### src/common/cbu_map.vh
// constants for the conditional branch unit
`ifndef CBU_MAP_VH
`define CBU_MAP_VH
// operation codes on op_code
`define CBU_OP_FLAG_SET   3'h0
`define CBU_OP_FLAG_CLEAR 3'h1
`define CBU_OP_EQUAL      3'h2
`define CBU_OP_NOT_EQUAL  3'h3
`define CBU_OP_CARRY_SET  3'h4
`define CBU_OP_CARRY_CLR  3'h5
// status register bit positions
`define CBU_BIT_CARRY     3'h0
`define CBU_BIT_ZERO      3'h1
// reset values
`define CBU_PC_RESET      16'h0000
`define CBU_STATUS_REGISTER_RESET    8'h00
`endif

### src/design/cbu_branch.v
// conditional relative branch unit
`include "cbu_map.vh"
module cbu_branch #(
   parameter PC_W  = 16,
   parameter OFS_W = 7
) (
   input  wire                 clk,
   input  wire                 reset_n,
   input  wire                 issue,
   input  wire [2:0]           op_code,
   input  wire [2:0]           flag_index,
   input  wire [OFS_W-1:0]     offset,
   input  wire [PC_W-1:0]      pc_in,
   input  wire [7:0]           status_register,
   output reg                  pc_load_r,
   output reg  [PC_W-1:0]      pc_target_r,
   output reg                  busy_r,
   output reg                  done_r,
   output reg                  taken_r,
   output reg  [7:0]           status_out_r
);
   //----------------------------------------
   // states
   //----------------------------------------
   localparam [1:0] ST_IDLE   = 2'h1;
   localparam [1:0] ST_BRANCH = 2'h2;

   reg  [1:0]      state_r;
   reg  [1:0]      state_nxt;
   reg  [PC_W-1:0] target_nxt;
   reg  [PC_W-1:0] pc_target_nxt;
   reg             pc_load_nxt;
   reg             busy_nxt;
   reg             done_nxt;
   reg             taken_nxt;
   reg  [7:0]      status_out_nxt;
   wire            take;
   wire            accept;
   wire [PC_W-1:0] pc_step;
   wire [PC_W-1:0] ofs_wide;

   //----------------------------------------
   // arithmetic and state-test helpers
   //----------------------------------------
   // offset sign-extended to the pc width
   function [PC_W-1:0] sext_offset;
      input [OFS_W-1:0] ofs;
      begin
         sext_offset = {{(PC_W-OFS_W){ofs[OFS_W-1]}}, ofs};
      end
   endfunction

   // next sequential word, wraps at the top
   function [PC_W-1:0] next_word;
      input [PC_W-1:0] pc;
      begin
         next_word = pc + {{(PC_W-1){1'h0}}, 1'h1};
      end
   endfunction

   // one-hot state test
   function in_state;
      input [1:0] cur;
      input [1:0] want;
      begin
         in_state = |(cur & want);
      end
   endfunction

   //----------------------------------------
   // condition evaluation
   //----------------------------------------
   cbu_cond_eval u_eval (
      .op_code         (op_code),
      .flag_index      (flag_index),
      .status_register (status_register),
      .take            (take)
   );

   //----------------------------------------
   // acceptance and target
   //----------------------------------------
   // issue only seen while idle; the busy cycle drops it
   assign accept   = issue & in_state(state_r, ST_IDLE);
   assign pc_step  = next_word(pc_in);
   assign ofs_wide = sext_offset(offset);

   always @* begin
      target_nxt = pc_step + ofs_wide;
   end

   //----------------------------------------
   // next state
   //----------------------------------------
   always @* begin
      state_nxt = state_r;
      case (state_r)
         ST_IDLE: begin
            if (accept && take) begin
               state_nxt = ST_BRANCH;
            end
         end
         ST_BRANCH: begin
            state_nxt = ST_IDLE;
         end
         default: begin
            state_nxt = ST_IDLE;
         end
      endcase
   end

   //----------------------------------------
   // next pulse values
   //----------------------------------------
   always @* begin
      pc_load_nxt = 1'h0;
      busy_nxt    = 1'h0;
      done_nxt    = 1'h0;
      case (state_r)
         ST_IDLE: begin
            if (accept) begin
               if (take) begin
                  pc_load_nxt = 1'h1;
                  busy_nxt    = 1'h1;
               end else begin
                  done_nxt    = 1'h1;
               end
            end
         end
         ST_BRANCH: begin
            done_nxt = 1'h1;
         end
         default: begin
            done_nxt = 1'h0;
         end
      endcase
   end

   //----------------------------------------
   // next held values, and the flags passed through
   //----------------------------------------
   always @* begin
      taken_nxt      = taken_r;
      pc_target_nxt  = pc_target_r;
      status_out_nxt = status_register;
      case (state_r)
         ST_IDLE: begin
            if (accept) begin
               taken_nxt = take;
               if (take) begin
                  pc_target_nxt = target_nxt;
               end else begin
                  pc_target_nxt = pc_step;
               end
            end
         end
         ST_BRANCH: begin
            taken_nxt = taken_r;
         end
         default: begin
            taken_nxt = 1'h0;
         end
      endcase
   end

   //----------------------------------------
   // state register
   //----------------------------------------
   always @(posedge clk or negedge reset_n) begin
      if (!reset_n) begin
         state_r <= ST_IDLE;
      end else begin
         state_r <= state_nxt;
      end
   end

   //----------------------------------------
   // output registers
   //----------------------------------------
   // load strobe to the program counter
   always @(posedge clk or negedge reset_n) begin
      if (!reset_n) begin
         pc_load_r <= 1'h0;
      end else begin
         pc_load_r <= pc_load_nxt;
      end
   end

   // branch target or next word
   always @(posedge clk or negedge reset_n) begin
      if (!reset_n) begin
         pc_target_r <= `CBU_PC_RESET;
      end else begin
         pc_target_r <= pc_target_nxt;
      end
   end

   // second cycle of a taken branch
   always @(posedge clk or negedge reset_n) begin
      if (!reset_n) begin
         busy_r <= 1'h0;
      end else begin
         busy_r <= busy_nxt;
      end
   end

   // end of instruction
   always @(posedge clk or negedge reset_n) begin
      if (!reset_n) begin
         done_r <= 1'h0;
      end else begin
         done_r <= done_nxt;
      end
   end

   // result of the last accepted issue
   always @(posedge clk or negedge reset_n) begin
      if (!reset_n) begin
         taken_r <= 1'h0;
      end else begin
         taken_r <= taken_nxt;
      end
   end

   // flags pass through untouched
   always @(posedge clk or negedge reset_n) begin
      if (!reset_n) begin
         status_out_r <= `CBU_STATUS_REGISTER_RESET;
      end else begin
         status_out_r <= status_out_nxt;
      end
   end
endmodule // cbu_branch

### src/design/cbu_cond_eval.v
// condition evaluation for the conditional branch unit
`include "cbu_map.vh"
module cbu_cond_eval (
   input  wire [2:0] op_code,
   input  wire [2:0] flag_index,
   input  wire [7:0] status_register,
   output reg        take
);
   always @* begin
      case (op_code)
         `CBU_OP_FLAG_SET:   take = status_register[flag_index];
         `CBU_OP_FLAG_CLEAR: take = ~status_register[flag_index];
         `CBU_OP_EQUAL:      take = status_register[`CBU_BIT_ZERO];
         `CBU_OP_NOT_EQUAL:  take = ~status_register[`CBU_BIT_ZERO];
         `CBU_OP_CARRY_SET:  take = status_register[`CBU_BIT_CARRY];
         `CBU_OP_CARRY_CLR:  take = ~status_register[`CBU_BIT_CARRY];
         default:            take = 1'b0;
      endcase
   end
endmodule // cbu_cond_eval

### config.mk
export PLATFORM = sky130hd
export DESIGN_NAME = cbu_branch
export DESIGN_NICKNAME = d
export VERILOG_FILES = /design/src/design/cbu_branch.v /design/src/design/cbu_cond_eval.v
export VERILOG_INCLUDE_DIRS = /design/src /design/src/common
export SDC_FILE = /design/constraint.sdc
export NUM_CORES = 1
export LEC_CHECK = 0
export BUFFER_PORTS_ARGS = -buffer_cell sky130_fd_sc_hd__buf_2
export CAP_MARGIN = 30
export CORE_ASPECT_RATIO = 1.1
export CORE_UTILIZATION = 45
export DETAILED_ROUTE_END_ITERATION = 6
export GPL_ROUTABILITY_DRIVEN = 0
export PLACE_DENSITY = 0.69
export SKIP_LAST_GASP = 1
export SYNTH_ARGS = -nofsm -noshare
export SYNTH_HDL_FRONTEND = slang
export SYNTH_SLANG_ARGS = --single-unit
### constraint.sdc
create_clock -name clk -period 2.6 [get_ports clk]
set_input_delay 0.65 -clock clk [delete_from_list [all_inputs] [get_ports clk]]
set_output_delay 0.65 -clock clk [all_outputs]
set_load 0.05 [all_outputs]
* Word level (Yosys, flattened, before mapping)
Index checks and enable logic that the tools add are counted.
Operators by class: $lt $le $gt $ge 1, reduce and logical (&&, ||, !) cells 4, muxes and demuxes 14, equal/unequal tests 9, add/sub/neg operators 2, bitwise operators 5
Operators with widths (count):
- 16-bit by 1-bit adder with 16-bit output (second input constant) | 1
- 16-bit adder | 1
- 16-bit two-way mux | 1
- 1-bit two-way mux | 7
- 3-bit by 2-bit == test with 1-bit output (second input constant) | 2
- 3-bit == test (second input constant) | 2
- 1-bit case mux with 6 select lines | 1
- 3-bit by 4-bit < comparator with 1-bit output (second input constant) | 1
- 2-bit two-way mux | 2
- 2-bit != test (second input constant) | 2
- 1-bit NOT | 4
- 1-bit case mux with 2 select lines | 2
- 2-bit AND reduction | 2
- 1-bit binary-select mux with 3-bit select | 1
- 3-bit by 1-bit == test with 1-bit output (second input constant) | 1
- 3-bit zero test | 1
- 2-bit by 1-bit == test with 1-bit output (second input constant) | 1
- 2-bit == test (second input constant) | 1
- 1-bit bitwise AND | 1
- 1-bit logical AND | 1
Word-level totals: input port bits 40, register bits after elaboration 29

* Depth between registers and ports, before layout
depth in word-level cells 7, depth in mapped cells 12

* Cells and area by module
Synthesis repeated with hierarchy kept, for this count alone.
Second synthesis, totals: cells, all modules 256, area, all modules 2347.3 um2
Modules (own cells, without submodules):
- cbu_branch | cells each 247, seq. area each 726.9 um2, instances 1, area an instance 2242.2 um2
- cbu_cond_eval | cells each 9, seq. area each 0.0 um2, instances 1, area an instance 105.1 um2

* Worst setup path before layout
No wires, ideal clock.
kind input -> register, from in pc_in[3], to reg pc_target_r[14], path slack -510 ps, path buffers 1, stages on the path 12, library setup time 69 ps, data required time 2531 ps, arrival time 3042 ps, path through and4_1 > and4_1 > clkbuf_1 > and3_1 > xor2_1 > ha_1 > nand3_1 > o32ai_1 > a2111oi_0 > o21bai_1 > or3_1 > nand3_1
Between the ends: longest elaborated chain between the ends 3
RTL lines:
- start: declaration | RTL line cbu_branch.v:13 | input wire [PC_W-1:0] pc_in,
- 16-bit by 1-bit adder with 16-bit output (*) | RTL line cbu_branch.v:57 | next_word = pc + {{(PC_W-1){1'h0}}, 1'h1};
- 16-bit adder | RTL line cbu_branch.v:89 | target_nxt = pc_step + ofs_wide;
- 16-bit two-way mux (*) | RTL line cbu_branch.v:150 | if (take) begin
- end signal: assignment | RTL line cbu_branch.v:192 | pc_target_r <= `CBU_PC_RESET;
- end signal: assignment | RTL line cbu_branch.v:194 | pc_target_r <= pc_target_nxt;
- end: declaration | RTL line cbu_branch.v:16 | output reg [PC_W-1:0] pc_target_r,
Mark *: on every way between the ends. The rest lies on a longest branch, timed or not. A chain may end at the register's enable or synchronous reset.

* Final worst setup path
Ends and elaborated chain as after synthesis.

==> flow_summary_export.csv <==
group,metric,value,unit
outcome,outcome,"complete, but fails checks",
outcome,violations_in_the_final_reports,"setup timing",
worst_hold_path,hold_path_class,"input port to async pin",
cells_and_area,final_cell_mix,"buf_2 (62), buf_4 (62), nand2_1 (40)",
synth,synthDistinctLibCells,39,
synth,synth_area_leader_cell,"dfrtp_1",
timing,final-hold-violation-count,0,
cells_and_area,post-route-util,77.6,%
grt,grt.overflow.total,0,
floorplanning,die-height,77.1,um
synth,ys_ff_latch,29,
floorplanning,dieWidth,70.3,um
synth,muxShareOfSynthArea,3.25,%
critical_path,crit_arrival,2940,ps
run,cap_viol_max_count,0,
timing,post-route-worst-setup-slack,-126,ps
cts,cts_buffers,5,
synth,synthesis.nets,335,
synth,synth.top_cells.by_area,"dfrtp_1 (30%), ha_1 (12%), xnor2_1 (6.8%)",
grt,first_pass_grt_wire_length,11000,um
pwr,ir_drop,392,uV
floorplanning,design.core.area,4780,um^2
cells_and_area,sequential_cell_area,727,um^2
detailed_routing,drt.antenna.violating_nets,0,
cells_and_area,finalNonFillerCells,461,
cts,clock_tree.htree_level_count,2,
place,hpwl,4970,um
detailed_routing,via_count,2548,
floorplanning,floorplan.initialDensity,48.3,%
place,place.port_buffers,67,
grt,grt_antenna_before_repair,0,
cts,cts_tree,"yes",
cells_and_area,finalNetCount,467,
pwr,p_per_area,711,nW/um^2
cells_and_area,fillerInstances,353,
floorplanning,num_io_pins,68,
timing,final.setup_skew,5.49,ps
detailed_routing,highest-signal-layer,"met4",
synth,synth_edf_count,0,
detailed_routing,drt_pass1_iterations,4,
cts,clkSinkCount,29,
synth,async_reset_ff_share,100,%
synth,synth-adder-area-share,12.8,%
synth,synth_sequential_area_ratio,31.5,%
detailed_routing,detailroute.wirelength.met2,3650,um
detailed_routing,drt-wirelength-per-cell,15.1,um
grt,grt.total_usage,25.1,%
synth,synth-xor-area-share,8.72,%
timing,fin_setup_tns,-293,ps
synth,synthDominantCellAreaShare,30.3,%
critical_path,r2r_slack,680,ps
detailed_routing,vias_per_cell,5.53,
timing,max_freq,367,MHz
grt,via_count_of_the_first_global_routing_pass,2472,
critical_path,cp.required,2810,ps
cells_and_area,multiInputGateArea,1900,um^2
floorplanning,placement_rows,26,
detailed_routing,drc_errors,0,
synth,yosys_most_used_dff,"dfrtp_1",
synth,yosysWarnings,0,
timing,slew-limit-headroom,56.3,%
timing,number_of_failing_setup_endpoints_in_the_final_timing_report,4,
synth,synthesis.area,2310,um^2
cts,cts.reportedPaths.clkPinSlew,60,ps
critical_path,crit_path_start_kind,"input port",
grt,grt_max_degree,30,
floorplanning,floorplan.die_area,5420,um^2
critical_path,setup.worst_path.end_class,"register",
place,placed_cells,452,
cells_and_area,diodes,0,
cts,cts_hold_repair.buffers,0,
pwr,total_leakage_power,1.75,nW
synth,yosys.area_share.simple,20.6,%
synth,synth_compound_gate_area_share,19.9,%
detailed_routing,met3_wirelength,317,um
cells_and_area,layout-drive-gt1-share,47.4,%
cells_and_area,area_growth_syn_to_layout,60.7,%
timing,unrepaired_setup_endpoints_after_global_routing,"true",
synth,combinational_family_with_the_most_area_after_synthesis,"simple AND/OR/NAND/NOR gates",
synth,synthesis.instances,272,
timing,worstMarginPinSlew,655,ps
critical_path,crit_type,"input port to register",
detailed_routing,finalWirelength,6950,um
cts,cts.path.max_buffers,2,
timing,drv_slew,0,
timing,final_period_minus_worst_setup_slack,2730,ps
detailed_routing,wl_met1,2900,um
synth,postSynthAreaPerCell,8.49,um^2
cts,worstSkewPairLatency,270,ps
cts,cts_root_buf,"clkbuf_8",
timing,period_share,105,%
critical_path,worstPathMaxFanout,4,
detailed_routing,drtIter0Drc,78,
sequential cells by signal, summed over array words and instances, names as in the netlist:
| name | count |
|---|---|
| pc_target_r | 16 |
| status_out_r | 8 |
| done_r | 1 |
| state_r | 2 |
| busy_r | 1 |
| taken_r | 1 |
layout make-up:
type                            instances  share of cell area [%]
Multi-Input combinational cell        225                    51.1
Sequential cell                        29                    19.6
Inverter                                9                   0.910
Clock buffer                            8                    2.43
Timing Repair Buffer                  134                    24.1
Tap cell                               56                    1.89
final timing paths:
path / cells past startpoint / to / startpoint
worst max-delay path: 12 / pc_target_r[14] / pc_in[3]
worst min-delay path: 1 / pc_target_r[14] / reset_n
worst max register to register: 5 / pc_target_r[14] / state_r[0]
worst min register to register: 2 / pc_target_r[6] / pc_target_r[6]
max in group asynchronous: 1 / pc_target_r[0] / reset_n
min in group clk: 2 / pc_target_r[6] / pc_target_r[6]
metrics by stage:
step	cell area, um^2	power, W	setup WS [ps]	hold WS (ps)
floorplan	2410	0.00174	-313	354
global placement	3280	0.00215	-470	463
detailed placement	3280	0.00218	-575	464
CTS	3500	0.00259	-83.4	412
global route	3710	0.00281	-218	453
finish	3710	0.00264	-126	402
where the power goes:
| group | total [W] | switching, W | internal [W] |
|---|---|---|---|
| logic | 0.00158 | 0.00105 | 0.000524 |
| registers | 0.000691 | 0.0000777 | 0.000613 |
| clock network | 0.000372 | 0.000157 | 0.000215 |
critical path: stages:
cell	delay (ps)
buf_6	70
and4_4	230
and4_4	240
and3_4	220
xor2_4	240
ha_4	250
a21oi_4	170
o32ai_4	110
a2111oi_4	210
o21bai_1	150
or3_1	320
nand3_1	70
kinds of logic (layout without fill, tap and decap cells):
logic type	count (synthesis)	after routing
AND/OR/NAND/NOR	100	100
buffers and inverters	18	151
AO/OA/AOI/OAI	74	74
multiplexers	5	5
XOR/XNOR	23	23
flip-flops	29	29
adder cells (fa/ha/maj)	23	23
synthesized netlist by cell type (all sizes together), types with 5 or more instances:
cell type,n
clkbuf,5
nand3,16
dfrtp,28
and4,5
ha,22
xor2,5
inv,9
nand2,41
o21ai,12
o21a,5
xnor2,18
nor2,15
a21oi,23
a31oi,14
timing repair:
action	4_1_cts	5_1_grt
buffers inserted	1	0
endpoints found under the setup margin	5	9
resized for setup	22	36
hold endpoints to repair	0	0
pin swaps	13	23
gates cloned	0	0
metal layers:
layer | up-vias | GRT usage (%)
li1 | 1250 | -
met1 | 1206 | 30.1
met2 | 86 | 45.7
met3 | 6 | 2.76
met4 | 0 | 8.80
met5 | - | 0
Power figures use the tool's default switching activity.
